File: src/pfs_pkg.sv
// Constants, field layouts and carriers for the port function block.
// Assumes a CPU that reaches registers by address with read/write strobes.
package pfs_pkg;

    // Register addresses on the CPU memory map
    localparam logic [15:0] ADDR_ANALOG_PIN_CONFIG   = 16'hFF8F;
    localparam logic [15:0] ADDR_SEGMENT_SELECT_ALL  = 16'hFFB6;
    localparam logic [15:0] ADDR_GROUP2_SEGMENT_SEL  = 16'hFFB5;
    localparam logic [15:0] ADDR_PORT1_FUNCTION_REG  = 16'hFF20;
    localparam logic [15:0] ADDR_PORT2_LATCH         = 16'hFF02;
    localparam logic [15:0] ADDR_GROUP2_MODE_REG     = 16'hFF22;

    // Writable bits of each register; other bits read zero, except the analog config reset marker after reset
    localparam logic [7:0] MASK_ANALOG_PIN_CONFIG  = 8'h07;
    localparam logic [7:0] MASK_SEGMENT_SELECT_ALL = 8'h6C;
    localparam logic [7:0] MASK_GROUP2_SEGMENT_SEL = 8'h3F;
    localparam logic [7:0] MASK_PORT1_FUNCTION_REG = 8'h08;
    localparam logic [7:0] MASK_PORT2              = 8'h3F;

    // Field positions in the segment-select-all register
    localparam int POS_GROUP10_SEG = 2;
    localparam int POS_GROUP11_SEG = 3;
    localparam int POS_GROUP14_SEG = 5;
    localparam int POS_GROUP15_SEG = 6;
    // Transmit-route bit in the port-1 function register
    localparam int POS_TRANSMIT_ROUTE = 3;

    // Values after reset
    localparam logic [7:0] RST_ANALOG_PIN_CONFIG  = 8'h08;
    localparam logic [7:0] RST_SEGMENT_SELECT_ALL = 8'h00;
    localparam logic [7:0] RST_GROUP2_SEGMENT_SEL = 8'h00;
    localparam logic [7:0] RST_PORT1_FUNCTION_REG = 8'h00;
    localparam logic [7:0] RST_PORT2_LATCH        = 8'h00;
    localparam logic [7:0] RST_GROUP2_MODE_REG    = 8'h3F;
    // Marker bit of the reset code, and the pins that it leaves digital
    localparam int         POS_ANALOG_RESET_CODE  = 3;
    localparam logic [5:0] RST_DIGITAL_PINS       = 6'h03;

    // Prohibited analog split code, and wait cycles on its write
    localparam logic [2:0] ANALOG_SPLIT_PROHIBITED = 3'h7;
    localparam int         ANALOG_WRITE_WAIT       = 1;

    // Write sequencer states
    typedef enum logic [0:0] {
        PFS_IDLE = 1'b0,
        PFS_WAIT = 1'b1
    } pfs_state_e;

    // Software-visible register set
    typedef struct packed {
        logic [7:0] analog_pin_config;
        logic [7:0] segment_select_all;
        logic [7:0] group2_segment_select;
        logic [7:0] port1_function_reg;
        logic [7:0] port2_latch;
        logic [7:0] group2_mode_register;
    } pfs_regs_s;

    // Registered pin-side view of port group 2
    typedef struct packed {
        logic [5:0] drive;
        logic [5:0] enable;
        logic [5:0] segment;
        logic [5:0] analog;
    } pfs_pins_s;

endpackage

File: src/pfs_port_function.sv
// Port function selection and port-2 output latch with CPU register access.
// Assumes the CPU holds its write for the wait cycle it is given and that
// pin levels arrive asynchronously.
`timescale 1ns/10ps

module pfs_port_function (
    // Clock and reset
    input  wire logic        core_clk,
    input  wire logic        reset_n,
    // CPU register access
    input  wire logic [15:0] cpu_addr,
    input  wire logic        cpu_wr,
    input  wire logic        cpu_rd,
    input  wire logic [7:0]  cpu_wdata,
    output logic      [7:0]  cpu_rdata,
    output logic             cpu_wait,
    // Port group 2 pins
    input  wire logic [5:0]  port2_pin_in,
    output logic      [5:0]  port2_pin_out,
    output logic      [5:0]  port2_pin_oe,
    output logic      [5:0]  port2_segment_en,
    output logic      [5:0]  port2_analog_en,
    // Other function selects
    output logic      [3:0]  group_segment_en,
    output logic             transmit_route_en
);

    // Bus reads and writes of the register set
    pfs_pkg::pfs_regs_s  regs;
    pfs_pkg::pfs_regs_s  next_regs;
    pfs_pkg::pfs_state_e state;
    pfs_pkg::pfs_state_e next_state;
    logic [2:0]          pend_split;
    logic [2:0]          next_pend_split;
    logic [7:0]          next_rdata;
    logic                next_wait;
    pfs_pkg::pfs_pins_s  pins;
    pfs_pkg::pfs_pins_s  next_pins;
    logic [3:0]          next_group_seg;
    logic                next_route;
    logic [5:0]          pin_meta;
    logic [5:0]          pin_sync;

    // Digital pins for split code k: the k lowest are digital
    function automatic logic [5:0] digital_mask(input logic [2:0] k);
        logic [5:0] m;
        m = 6'h00;
        for (int i = 0; i < 6; i++) begin
            if (i < int'(k)) begin
                m[i] = 1'b1;
            end
        end
        return m;
    endfunction

    // Whole-port read view: pin in input mode, latch in output mode
    function automatic logic [7:0] port_view(input logic [7:0] latch,
                                             input logic [7:0] mode,
                                             input logic [5:0] pin);
        logic [7:0] v;
        v = ({2'b00, pin} & mode) | (latch & ~mode);
        return v & pfs_pkg::MASK_PORT2;
    endfunction

    // Two-stage synchroniser for pin levels
    always_ff @(posedge core_clk or negedge reset_n) begin
        if (!reset_n) begin
            pin_meta <= 6'h00;
            pin_sync <= 6'h00;
        end else begin
            pin_meta <= port2_pin_in;
            pin_sync <= pin_meta;
        end
    end

    // Next register values, read data and wait
    always_comb begin
        next_regs       = regs;
        next_state      = state;
        next_pend_split = pend_split;
        next_rdata      = 8'h00;
        next_wait       = 1'b0;
        case (state)
            pfs_pkg::PFS_IDLE: begin
                if (cpu_wr) begin
                    case (cpu_addr)
                        pfs_pkg::ADDR_ANALOG_PIN_CONFIG: begin
                            // Held back one cycle behind a wait
                            next_pend_split = cpu_wdata[2:0];
                            next_state      = pfs_pkg::PFS_WAIT;
                            next_wait       = 1'b1;
                        end
                        pfs_pkg::ADDR_SEGMENT_SELECT_ALL: begin
                            next_regs.segment_select_all = cpu_wdata
                                & pfs_pkg::MASK_SEGMENT_SELECT_ALL;
                        end
                        pfs_pkg::ADDR_GROUP2_SEGMENT_SEL: begin
                            next_regs.group2_segment_select = cpu_wdata
                                & pfs_pkg::MASK_GROUP2_SEGMENT_SEL;
                        end
                        pfs_pkg::ADDR_PORT1_FUNCTION_REG: begin
                            next_regs.port1_function_reg = cpu_wdata
                                & pfs_pkg::MASK_PORT1_FUNCTION_REG;
                        end
                        pfs_pkg::ADDR_PORT2_LATCH: begin
                            // Six low bits stored, any mode
                            next_regs.port2_latch = cpu_wdata
                                & pfs_pkg::MASK_PORT2;
                        end
                        pfs_pkg::ADDR_GROUP2_MODE_REG: begin
                            next_regs.group2_mode_register = cpu_wdata
                                & pfs_pkg::MASK_PORT2;
                        end
                        default: begin
                        end
                    endcase
                end else if (cpu_rd) begin
                    case (cpu_addr)
                        pfs_pkg::ADDR_ANALOG_PIN_CONFIG:
                            next_rdata = regs.analog_pin_config;
                        pfs_pkg::ADDR_SEGMENT_SELECT_ALL:
                            next_rdata = regs.segment_select_all;
                        pfs_pkg::ADDR_GROUP2_SEGMENT_SEL:
                            next_rdata = regs.group2_segment_select;
                        pfs_pkg::ADDR_PORT1_FUNCTION_REG:
                            next_rdata = regs.port1_function_reg;
                        pfs_pkg::ADDR_PORT2_LATCH: begin
                            // Latch or pin per bit; latch untouched
                            next_rdata = port_view(regs.port2_latch,
                                regs.group2_mode_register, pin_sync);
                        end
                        pfs_pkg::ADDR_GROUP2_MODE_REG:
                            next_rdata = regs.group2_mode_register;
                        default:
                            next_rdata = 8'h00;
                    endcase
                end
            end
            pfs_pkg::PFS_WAIT: begin
                // Prohibited code leaves the field as it was
                if (pend_split != pfs_pkg::ANALOG_SPLIT_PROHIBITED) begin
                    next_regs.analog_pin_config = {5'b00000, pend_split};
                end
                next_state = pfs_pkg::PFS_IDLE;
            end
            default: begin
                next_state = pfs_pkg::PFS_IDLE;
            end
        endcase
    end

    // Register set and bus answer
    always_ff @(posedge core_clk or negedge reset_n) begin
        if (!reset_n) begin
            regs.analog_pin_config     <= pfs_pkg::RST_ANALOG_PIN_CONFIG;
            regs.segment_select_all    <= pfs_pkg::RST_SEGMENT_SELECT_ALL;
            regs.group2_segment_select <= pfs_pkg::RST_GROUP2_SEGMENT_SEL;
            regs.port1_function_reg    <= pfs_pkg::RST_PORT1_FUNCTION_REG;
            regs.port2_latch           <= pfs_pkg::RST_PORT2_LATCH;
            regs.group2_mode_register  <= pfs_pkg::RST_GROUP2_MODE_REG;
            state                      <= pfs_pkg::PFS_IDLE;
            pend_split                 <= 3'h0;
            cpu_rdata                  <= 8'h00;
            cpu_wait                   <= 1'b0;
        end else begin
            regs       <= next_regs;
            state      <= next_state;
            pend_split <= next_pend_split;
            cpu_rdata  <= next_rdata;
            cpu_wait   <= next_wait;
        end
    end

    // Pin functions from current register contents
    always_comb begin
        next_pins.segment = regs.group2_segment_select[5:0];
        // Reset code leaves the two lowest pins digital until a legal split write
        if (regs.analog_pin_config[pfs_pkg::POS_ANALOG_RESET_CODE]) begin
            next_pins.analog = ~pfs_pkg::RST_DIGITAL_PINS
                               & ~next_pins.segment;
        end else begin
            // Segment wins over the analog split
            next_pins.analog = ~digital_mask(regs.analog_pin_config[2:0])
                               & ~next_pins.segment;
        end
        // Buffer on only for digital output-mode pins
        next_pins.enable  = ~regs.group2_mode_register[5:0]
                            & ~next_pins.segment & ~next_pins.analog;
        next_pins.drive   = regs.port2_latch[5:0] & next_pins.enable;
        next_group_seg    = {regs.segment_select_all[pfs_pkg::POS_GROUP15_SEG],
                             regs.segment_select_all[pfs_pkg::POS_GROUP14_SEG],
                             regs.segment_select_all[pfs_pkg::POS_GROUP11_SEG],
                             regs.segment_select_all[pfs_pkg::POS_GROUP10_SEG]};
        next_route        =
            regs.port1_function_reg[pfs_pkg::POS_TRANSMIT_ROUTE];
    end

    // Registered pin-side outputs
    always_ff @(posedge core_clk or negedge reset_n) begin
        if (!reset_n) begin
            pins              <= '0;
            group_segment_en  <= 4'h0;
            transmit_route_en <= 1'b0;
        end else begin
            pins              <= next_pins;
            group_segment_en  <= next_group_seg;
            transmit_route_en <= next_route;
        end
    end

    // Output port wiring
    assign port2_pin_out    = pins.drive;
    assign port2_pin_oe     = pins.enable;
    assign port2_segment_en = pins.segment;
    assign port2_analog_en  = pins.analog;

    // Analog write raises wait next cycle, for exactly one cycle
    property p_apc_wait;
        @(posedge core_clk) disable iff (!reset_n)
        (state == pfs_pkg::PFS_IDLE && cpu_wr
         && cpu_addr == pfs_pkg::ADDR_ANALOG_PIN_CONFIG)
        |=> cpu_wait ##1 !cpu_wait;
    endproperty
    a_apc_wait: assert property (p_apc_wait)
        else $error("analog config write gave no single wait cycle");

    // Legal split value lands two edges after the write
    property p_apc_commit;
        @(posedge core_clk) disable iff (!reset_n)
        (state == pfs_pkg::PFS_IDLE && cpu_wr
         && cpu_addr == pfs_pkg::ADDR_ANALOG_PIN_CONFIG
         && cpu_wdata[2:0] != pfs_pkg::ANALOG_SPLIT_PROHIBITED)
        |-> ##2 regs.analog_pin_config == {5'b00000, $past(cpu_wdata[2:0], 2)};
    endproperty
    a_apc_commit: assert property (p_apc_commit)
        else $error("analog config value not committed after wait");

    // Fixed-zero bits of analog config and segment-select-all stay zero; only the reset marker may stand
    property p_fixed_zero;
        @(posedge core_clk) disable iff (!reset_n)
        (regs.analog_pin_config & ~(pfs_pkg::MASK_ANALOG_PIN_CONFIG
                                    | pfs_pkg::RST_ANALOG_PIN_CONFIG))
           == 8'h00
        && (regs.segment_select_all & ~pfs_pkg::MASK_SEGMENT_SELECT_ALL)
           == 8'h00;
    endproperty
    a_fixed_zero: assert property (p_fixed_zero)
        else $error("fixed-zero configuration bit is set");

    // Reset marker is never set again by a write
    property p_reset_code_once;
        @(posedge core_clk) disable iff (!reset_n)
        !$rose(regs.analog_pin_config[pfs_pkg::POS_ANALOG_RESET_CODE]);
    endproperty
    a_reset_code_once: assert property (p_reset_code_once)
        else $error("analog config reset marker set by a write");

    // A segment pin is never driven nor analog
    property p_segment_wins;
        @(posedge core_clk) disable iff (!reset_n)
        (pins.segment & (pins.enable | pins.analog)) == 6'h00;
    endproperty
    a_segment_wins: assert property (p_segment_wins)
        else $error("segment pin also driven or analog");

    // Input-mode pins are never driven
    property p_input_undriven;
        @(posedge core_clk) disable iff (!reset_n)
        (pins.enable & $past(regs.group2_mode_register[5:0])) == 6'h00;
    endproperty
    a_input_undriven: assert property (p_input_undriven)
        else $error("input-mode pin has its buffer on");

    // Latch holds unless written
    property p_latch_hold;
        @(posedge core_clk) disable iff (!reset_n)
        !(cpu_wr && cpu_addr == pfs_pkg::ADDR_PORT2_LATCH
          && state == pfs_pkg::PFS_IDLE) |=> $stable(regs.port2_latch);
    endproperty
    a_latch_hold: assert property (p_latch_hold)
        else $error("port latch changed without a write");

    // Port read answers with latch or pin per mode bit
    property p_port_read;
        @(posedge core_clk) disable iff (!reset_n)
        (state == pfs_pkg::PFS_IDLE && !cpu_wr && cpu_rd
         && cpu_addr == pfs_pkg::ADDR_PORT2_LATCH)
        |=> cpu_rdata == (({2'b00, $past(pin_sync)}
                           & $past(regs.group2_mode_register))
                          | ($past(regs.port2_latch)
                             & ~$past(regs.group2_mode_register)));
    endproperty
    a_port_read: assert property (p_port_read)
        else $error("port read returned wrong source");

    // Driven pins show the latch two edges after a latch write
    property p_drive_latch;
        @(posedge core_clk) disable iff (!reset_n)
        (state == pfs_pkg::PFS_IDLE && cpu_wr
         && cpu_addr == pfs_pkg::ADDR_PORT2_LATCH)
        |-> ##2 (pins.drive == ($past(cpu_wdata[5:0], 2) & pins.enable));
    endproperty
    a_drive_latch: assert property (p_drive_latch)
        else $error("pin drive does not follow latch write");

endmodule // pfs_port_function

File: config.mk
export PLATFORM = sky130hd
export DESIGN_NAME = pfs_port_function
export DESIGN_NICKNAME = d
export VERILOG_FILES = /design/src/pfs_pkg.sv /design/src/pfs_port_function.sv
export SDC_FILE = /design/constraint.sdc
export NUM_CORES = 1
export LEC_CHECK = 0
export BUFFER_PORTS_ARGS = -buffer_cell sky130_fd_sc_hd__buf_2
export CAP_MARGIN = 20
export CORE_ASPECT_RATIO = 0.8
export CORE_MARGIN = 5
export CORE_UTILIZATION = 55
export CTS_CLUSTER_SIZE = 28
export DETAILED_ROUTE_END_ITERATION = 8
export MAX_ROUTING_LAYER = met4
export PLACE_DENSITY = 0.82
export SYNTH_ARGS = -nofsm -noshare
export SYNTH_HDL_FRONTEND = slang
export SYNTH_SLANG_ARGS = --single-unit
File: constraint.sdc
create_clock -name core_clk -period 4.45 [get_ports core_clk]
set_input_delay 0 -clock core_clk [delete_from_list [all_inputs] [get_ports core_clk]]
set_output_delay 0 -clock core_clk [all_outputs]
set_load 0.01 [all_outputs]
==> flow_summary.toml, run 1 <==
[synth]
synth_simple_gate_area_share_pct = 16.0
synth_top_area_cell = "dfrtp_1"
synth_edf_count = 0
ys_ff_latch = 79
synthTopCellsByCount = "dfrtp_1, mux2_2, nand3_1"
yosysWarnings = 0
synthMuxAreaShare_pct = 10.1
ys_top_cells_by_area = "dfrtp_1, mux2_2, dfstp_2, nand3_1, o21ai_0"
synth_top_family_by_area = "simple AND/OR/NAND/NOR gates"
synth_nets = 266
async_flop_share_pct = 100
yosysMostFrequentCell = "dfrtp_1"
netlist_area_sq_um = 3010
yosysUniqueCellTypes = 35
synthFlopType = "dfrtp_1"
avgSynthCellArea_sq_um = 13.0
synth_compound_area_share_pct = 5.94
yosysTopAreaCellShare_pct = 59.8
synthAdderAreaFrac_pct = 0
synthCells = 232
synth-xor-area-share_pct = 0
ys_seq_area_share_pct = 65.9

[worst_setup_path]
slowest_stage = "nor4_1"
r2r_slack_ns = 2.33
crit_fanout = 10
endpoint_kind = "flip-flop"
slowest_delay_ns = 0.49
critical_path.cell_chain = "nand2b_1 -> nor4_1 -> nand2_1 -> mux2_2"
worstPathArrival_ns = 2.35
required_ns = 4.68
setup.worst_path.start_class = "flip-flop"
worstSetupPathType = "reg -> reg"

[clocking]
cts_buffers = 9
cts_num_sinks = 79
ctsRootBufferMaster = "clkbuf_8"
htree_levels = 3
worstSkewPairLatency_ns = 0.34
ctsResizeCount = 0
clk_transition_reported_paths_ns = 0.08
tritoncts = "yes"
clockBufferDepth = 2

[place]
place_hpwl_microns = 4530
io_buffers = 69
pre_cts_ws_ns = 2.16
dp.cells = 361
place_area_sq_um = 3420
gp_congestion = 0.903

[global_routing]
grt_pass1_wl_microns = 10900
grt-ovfl-total = 0
antenna_found_initial = 0
grt_pass1_vias = 2243
grt_max_degree = 80
grtUsageTotal_pct = 20.8

[timing]
fmax_mhz = 471
drv_slew = 0
finalSetupViolations = 0
finalCritPeriodShare_pct = 47.7
skew_ns = 0.00687
tightest_slew_ns = 0.999
slew_headroom_pct = 32.8
min_period_ns = 2.12
fin_ws_ns = 2.33
hold_viol = 0
final.setup.tns_ns = 0
rsz0062_at_grt = "no"

[flow_run]
cap_viol_max_count = 0

[power_and_ir_drop]
p_leak_nw = 1.84
ir_drop_v = 0.000417
p_per_area_nw_per_um2 = 369

[finish]
fin_nets = 356
layout-drive-gt1-share_pct = 36.7
diodes = 0
fill_cells = 379
fin_cells = 392
final_cell_area_sq_um = 3810
area_growth_pct = 26.5

[route]
drt_pass1_iterations = 5
vias = 2195
remaining_drc_errors = 0
wire_per_inst_microns = 16.7
drtAntennaViolNets = 0
first_iter_violations = 151
viasPerCell = 5.60
wirelength_microns = 6570

[die]
io_pins = 72
core_area_sq_um = 5380
die-area_sq_um = 7060
die_w_microns = 92.7
rows = 24
initial_utilization_pct = 56.0
die_h_microns = 76.2

[status]
status = "complete, no violations"

[hold_path]
hold_path_class = "in -> reg"
[power by group]
part | total (W) | switching [W] | internal, W
clock network | 0.000624 | 0.000235 | 0.000389
logic | 0.0000580 | 0.0000348 | 0.0000232
registers | 0.000725 | 0.00000147 | 0.000724
total | 0.00141 | 0.000271 | 0.00114
[critical path, delay by kind of cell, from the launching register on]
kind | cells | cell delay (ns)
and+or+nand+nor | 3 | 1.17
muxes | 1 | 0.37
DFF | 1 | 0.48
[kinds of logic after synthesis]
family | count (synthesis)
muxes | 27
other | 1
DFF | 79
buffers and inverters | 15
AOI/OAI and AO/OA | 31
and+or+nand+nor | 79
[layout make-up]
class | count | area (sq um) | share of cell area, %
Multi-Input combinational cell | 138 | 966 | 25.3
Timing Repair Buffer | 85 | 505 | 13.3
Clock buffer | 13 | 149 | 3.91
Sequential cell | 79 | 1990 | 52.1
Clock inverter | 3 | 90.1 | 2.36
Inverter | 9 | 33.8 | 0.886
Tap cell | 65 | 81.3 | 2.13
[cell usage in the layout, fill, tap and decap left out, types with 9 or more instances in the layout]
| cell type | count |
|---|---|
| clkbuf_8 | 10 |
| dfrtp_1 | 72 |
| o21ai_0 | 11 |
| a21oi_1 | 10 |
| nand3_1 | 14 |
| buf_2 | 68 |
| mux2_2 | 26 |
| inv_1 | 9 |
| nand2_1 | 10 |
| nor2_1 | 10 |
| dlygate4sd3_1 | 15 |
[layer usage]
layer	vias to the layer above	part of all wire, %	track usage [%]
li1	1010	-	-
met3	10	8.4	7.50
met2	103	49	33.1
met1	1072	41	25.1
met5	-	0	-
met4	0	1.6	6.00
[worst paths after layout]
path	end	start	cells past startpoint
setup / recovery	next_pins[7]	cpu_wait	4
hold / removal	cpu_rdata[1]	cpu_addr[1]	3
hold reg to reg	pin_sync[1]	pin_meta[1]	0
max in group asynchronous	port2_analog_en[3]	reset_n	2
min in group asynchronous	port2_pin_oe[2]	reset_n	2
setup reg to reg	next_pins[7]	cpu_wait	4
[flip-flops by register name, indices dropped and copies added (netlist names), 4 cells and up]
name              flops
port2_segment_en      6
pin_sync              6
regs                 16
port2_pin_out         6
next_group_seg        4
port2_pin_oe          6
port2_analog_en       6
pin_meta              6
cpu_rdata             7
group_segment_en      4
next_pins             6
[metrics by stage]
step,total power (W),utilization [%],hold WS (ns)
3_5_place_dp,0.000787,63.7,0.109
3_3_place_gp,0.000785,63.7,0.108
2_1_floorplan,0.000751,-,-0.296
4_1_cts,0.00142,70.9,0.0198
6_report,0.00141,70.9,0.0529
5_1_grt,0.00146,70.9,0.0543
[repair_timing]
| action | in CTS | in global routing |
|---|---|---|
| hold endpoints to repair | 107 | 0 |
| hold buffers | 15 | 0 |
| setup buffers | 0 | 0 |
(Power assumes the default switching activity.)
==> run 2: changes to the inputs <==
--- a/config.mk
+++ b/config.mk
@@ -9,11 +9,11 @@
 export CAP_MARGIN = 20
 export CORE_ASPECT_RATIO = 0.8
 export CORE_MARGIN = 5
-export CORE_UTILIZATION = 55
+export CORE_UTILIZATION = 47
 export CTS_CLUSTER_SIZE = 28
 export DETAILED_ROUTE_END_ITERATION = 8
 export MAX_ROUTING_LAYER = met4
-export PLACE_DENSITY = 0.82
+export PLACE_DENSITY = 0.74
 export SYNTH_ARGS = -nofsm -noshare
 export SYNTH_HDL_FRONTEND = slang
 export SYNTH_SLANG_ARGS = --single-unit
==> constraint.sdc (replaced) <==
create_clock -name core_clk -period 1.9 [get_ports core_clk]
set_input_delay 0 -clock core_clk [delete_from_list [all_inputs] [get_ports core_clk]]
set_output_delay 0 -clock core_clk [all_outputs]
set_load 0.01 [all_outputs]
==> run 2 against run 1 <==
  * Wire length increased by 4.8%
  * Critical endpoint is now next_pins[11]
  * Setup slack got worse by 2.2 ns
  * Clock power increased by 84%
  * Sequential share of layout area decreased by 1.7 points
  * Sequential cell count unchanged
  * Non-clock buffer count increased by 21
  * Clock skew increased by 0.0027 ns
  * Clock-buffer cell count increased by 2
  * Worst hold slack improved by 0.00060 ns
  * Total power increased by 110%
  * Combinational power increased to 2.7 times the previous value
  * Largest cell class unchanged
==> flow_summary.toml, run 2 (synthesis gave the netlist of run 1 again) <==
[worst_setup_path]
r2r-start = "cpu_wait"
worstPathArrival_ns = 1.97
endpoint_kind = "flip-flop"
slowest_delay_ns = 0.37
setup.worst_path.start_class = "flip-flop"
crit_fanout = 6
r2r_cells = 5
r2r_slack_ns = 0.16
worstSetupPathType = "reg -> reg"
slowest_stage = "dfrtp_1"
critical_path.cell_chain = "nand2b_1 -> nor4_1 -> buf_4 -> nand2_1 -> mux2_2"
required_ns = 2.13
critPathLaunch = "cpu_wait"

[global_routing]
grtUsageTotal_pct = 18.6
grt_pass1_vias = 2257
grt_pass1_wl_microns = 11100
grt_max_degree = 38
met3_usage_pct = 5.69
grt_busiest_layer = "met2"
grt_use_met2_pct = 29.8
grt-ovfl-total = 0
use_met1_pct = 23.6
antenna_found_initial = 0

[power_and_ir_drop]
power_frac_clock_pct = 38.2
power_frac_seq_pct = 56.6
p_leak_nw = 1.92
p_switching_w = 0.000625
p_per_area_nw_per_um2 = 761
switching_share_pct = 20.8
p_int_w = 0.00238
ir_drop_v = 0.000534
power_w = 0.00300
pwr-share-comb_pct = 5.2

[finish]
fin_cells = 432
multi_input_area_sq_um = 966
mostFrequentLayoutCells = "dfrtp_1, buf_2, mux2_2"
fin_nets = 377
fill_cells = 519
largest_register_ffs = 16
diodes = 0
area_growth_pct = 30.9
reg_top3 = "regs: 16 flops, cpu_rdata: 7 flops"
registers.top_by_ff_count = "regs"
final_common_cell = "dfrtp_1"
final_cell_area_sq_um = 3940
layout-drive-gt1-share_pct = 39.7
regArea_sq_um = 1990

[hold_path]
hold_path_class = "in -> reg"
hold_path_depth = 4
hp-start = "cpu_wr"

[clocking]
cts_num_sinks = 79
tritoncts = "yes"
clk_transition_reported_paths_ns = 0.07
worstSkewPairLatency_ns = 0.35
clockBufferDepth = 2
ctsResizeCount = 0
cts_buffers = 9
ctsRootBufferMaster = "clkbuf_8"
htree_levels = 3

[place]
place_hpwl_microns = 5150
io_buffers = 69
dp.cells = 401
pre_cts_ws_ns = -0.173
gp_congestion = 0.968
place_area_sq_um = 3620

[timing]
fmax_mhz = 575
hold_viol = 0
finalCritPeriodShare_pct = 91.6
rsz0062_at_grt = "no"
drv_slew = 0
skew_ns = 0.00954
fin_ws_ns = 0.160
finalSetupViolations = 0
min_period_ns = 1.74

[die]
core_area_sq_um = 6310
die_w_microns = 99.5
rows = 26
die_h_microns = 81.6
die-area_sq_um = 8120
io_pins = 72
initial_utilization_pct = 47.7

[route]
drtAntennaViolNets = 0
drt_pass1_iterations = 4
vias = 2217
first_iter_violations = 116
wire_per_inst_microns = 15.9
wirelength_microns = 6880
remaining_drc_errors = 0
viasPerCell = 5.13

[flow_run]
cap_viol_max_count = 0

[status]
status = "complete, no violations"
-- run 2: metal layers --
| layer | part of all wire [%] | routed length [microns] |
|---|---|---|
| met1 | 44 | 3000 |
| met2 | 49 | 3380 |
| met3 | 6.6 | 455 |
| met4 | 0.65 | 45 |
| met5 | 0 | 0 |
-- run 2: final cells by class --
| type | count | share of cell area (%) |
|---|---|---|
| clock inverter | 1 | 0.762 |
| inverter | 9 | 0.857 |
| multi-input combinational | 138 | 24.5 |
| timing repair buffer | 106 | 17.1 |
| clock buffer | 15 | 3.71 |
| sequential | 79 | 50.4 |
| tap | 84 | 2.67 |
-- run 2: repair_timing --
item,4_1_cts,5_1_grt
buffers inserted,0,0
endpoints found under the hold margin,94,0
hold buffers,15,0
setup endpoints to repair,0,0
-- run 2: path summary, 6_finish.rpt --
kind,end
max in group asynchronous,regs[4]
hold reg to reg,pin_sync[0]
min in group asynchronous,regs[42]
setup reg to reg,next_pins[11]
hold / removal,cpu_rdata[4]
setup / recovery,next_pins[11]
-- run 2: stage by stage --
step / TNS, ns / hold slack [ns] / utilization [%]
6_report: 0 / 0.0535 / 62.5
5_1_grt: 0 / 0.0492 / 62.5
4_1_cts: 0 / 0.0238 / 62.5
3_5_place_dp: -1.69 / -0.00808 / 57.3
3_3_place_gp: -1.34 / -0.0121 / 57.3
2_1_floorplan: 0 / -0.296 / -
-- run 2: power by group through the flow --
| stage | clock network, W | logic (W) | registers, W |
|---|---|---|---|
| 4_1_cts | 0.00118 | 0.000158 | 0.00170 |
| 5_1_grt | 0.00125 | 0.000173 | 0.00170 |
| 6_report | 0.00115 | 0.000156 | 0.00170 |
| 2_1_floorplan | 0 | 0.0000287 | 0.00173 |
| 3_3_place_gp | 0 | 0.000131 | 0.00173 |
| 3_5_place_dp | 0 | 0.000134 | 0.00173 |
-- run 2: critical path, delay by kind of cell (launching register included) --
kind	cells	cell delay (ns)
buffers and inverters	1	0.17
muxes	1	0.36
and+or+nand+nor	3	0.71
DFF	1	0.37
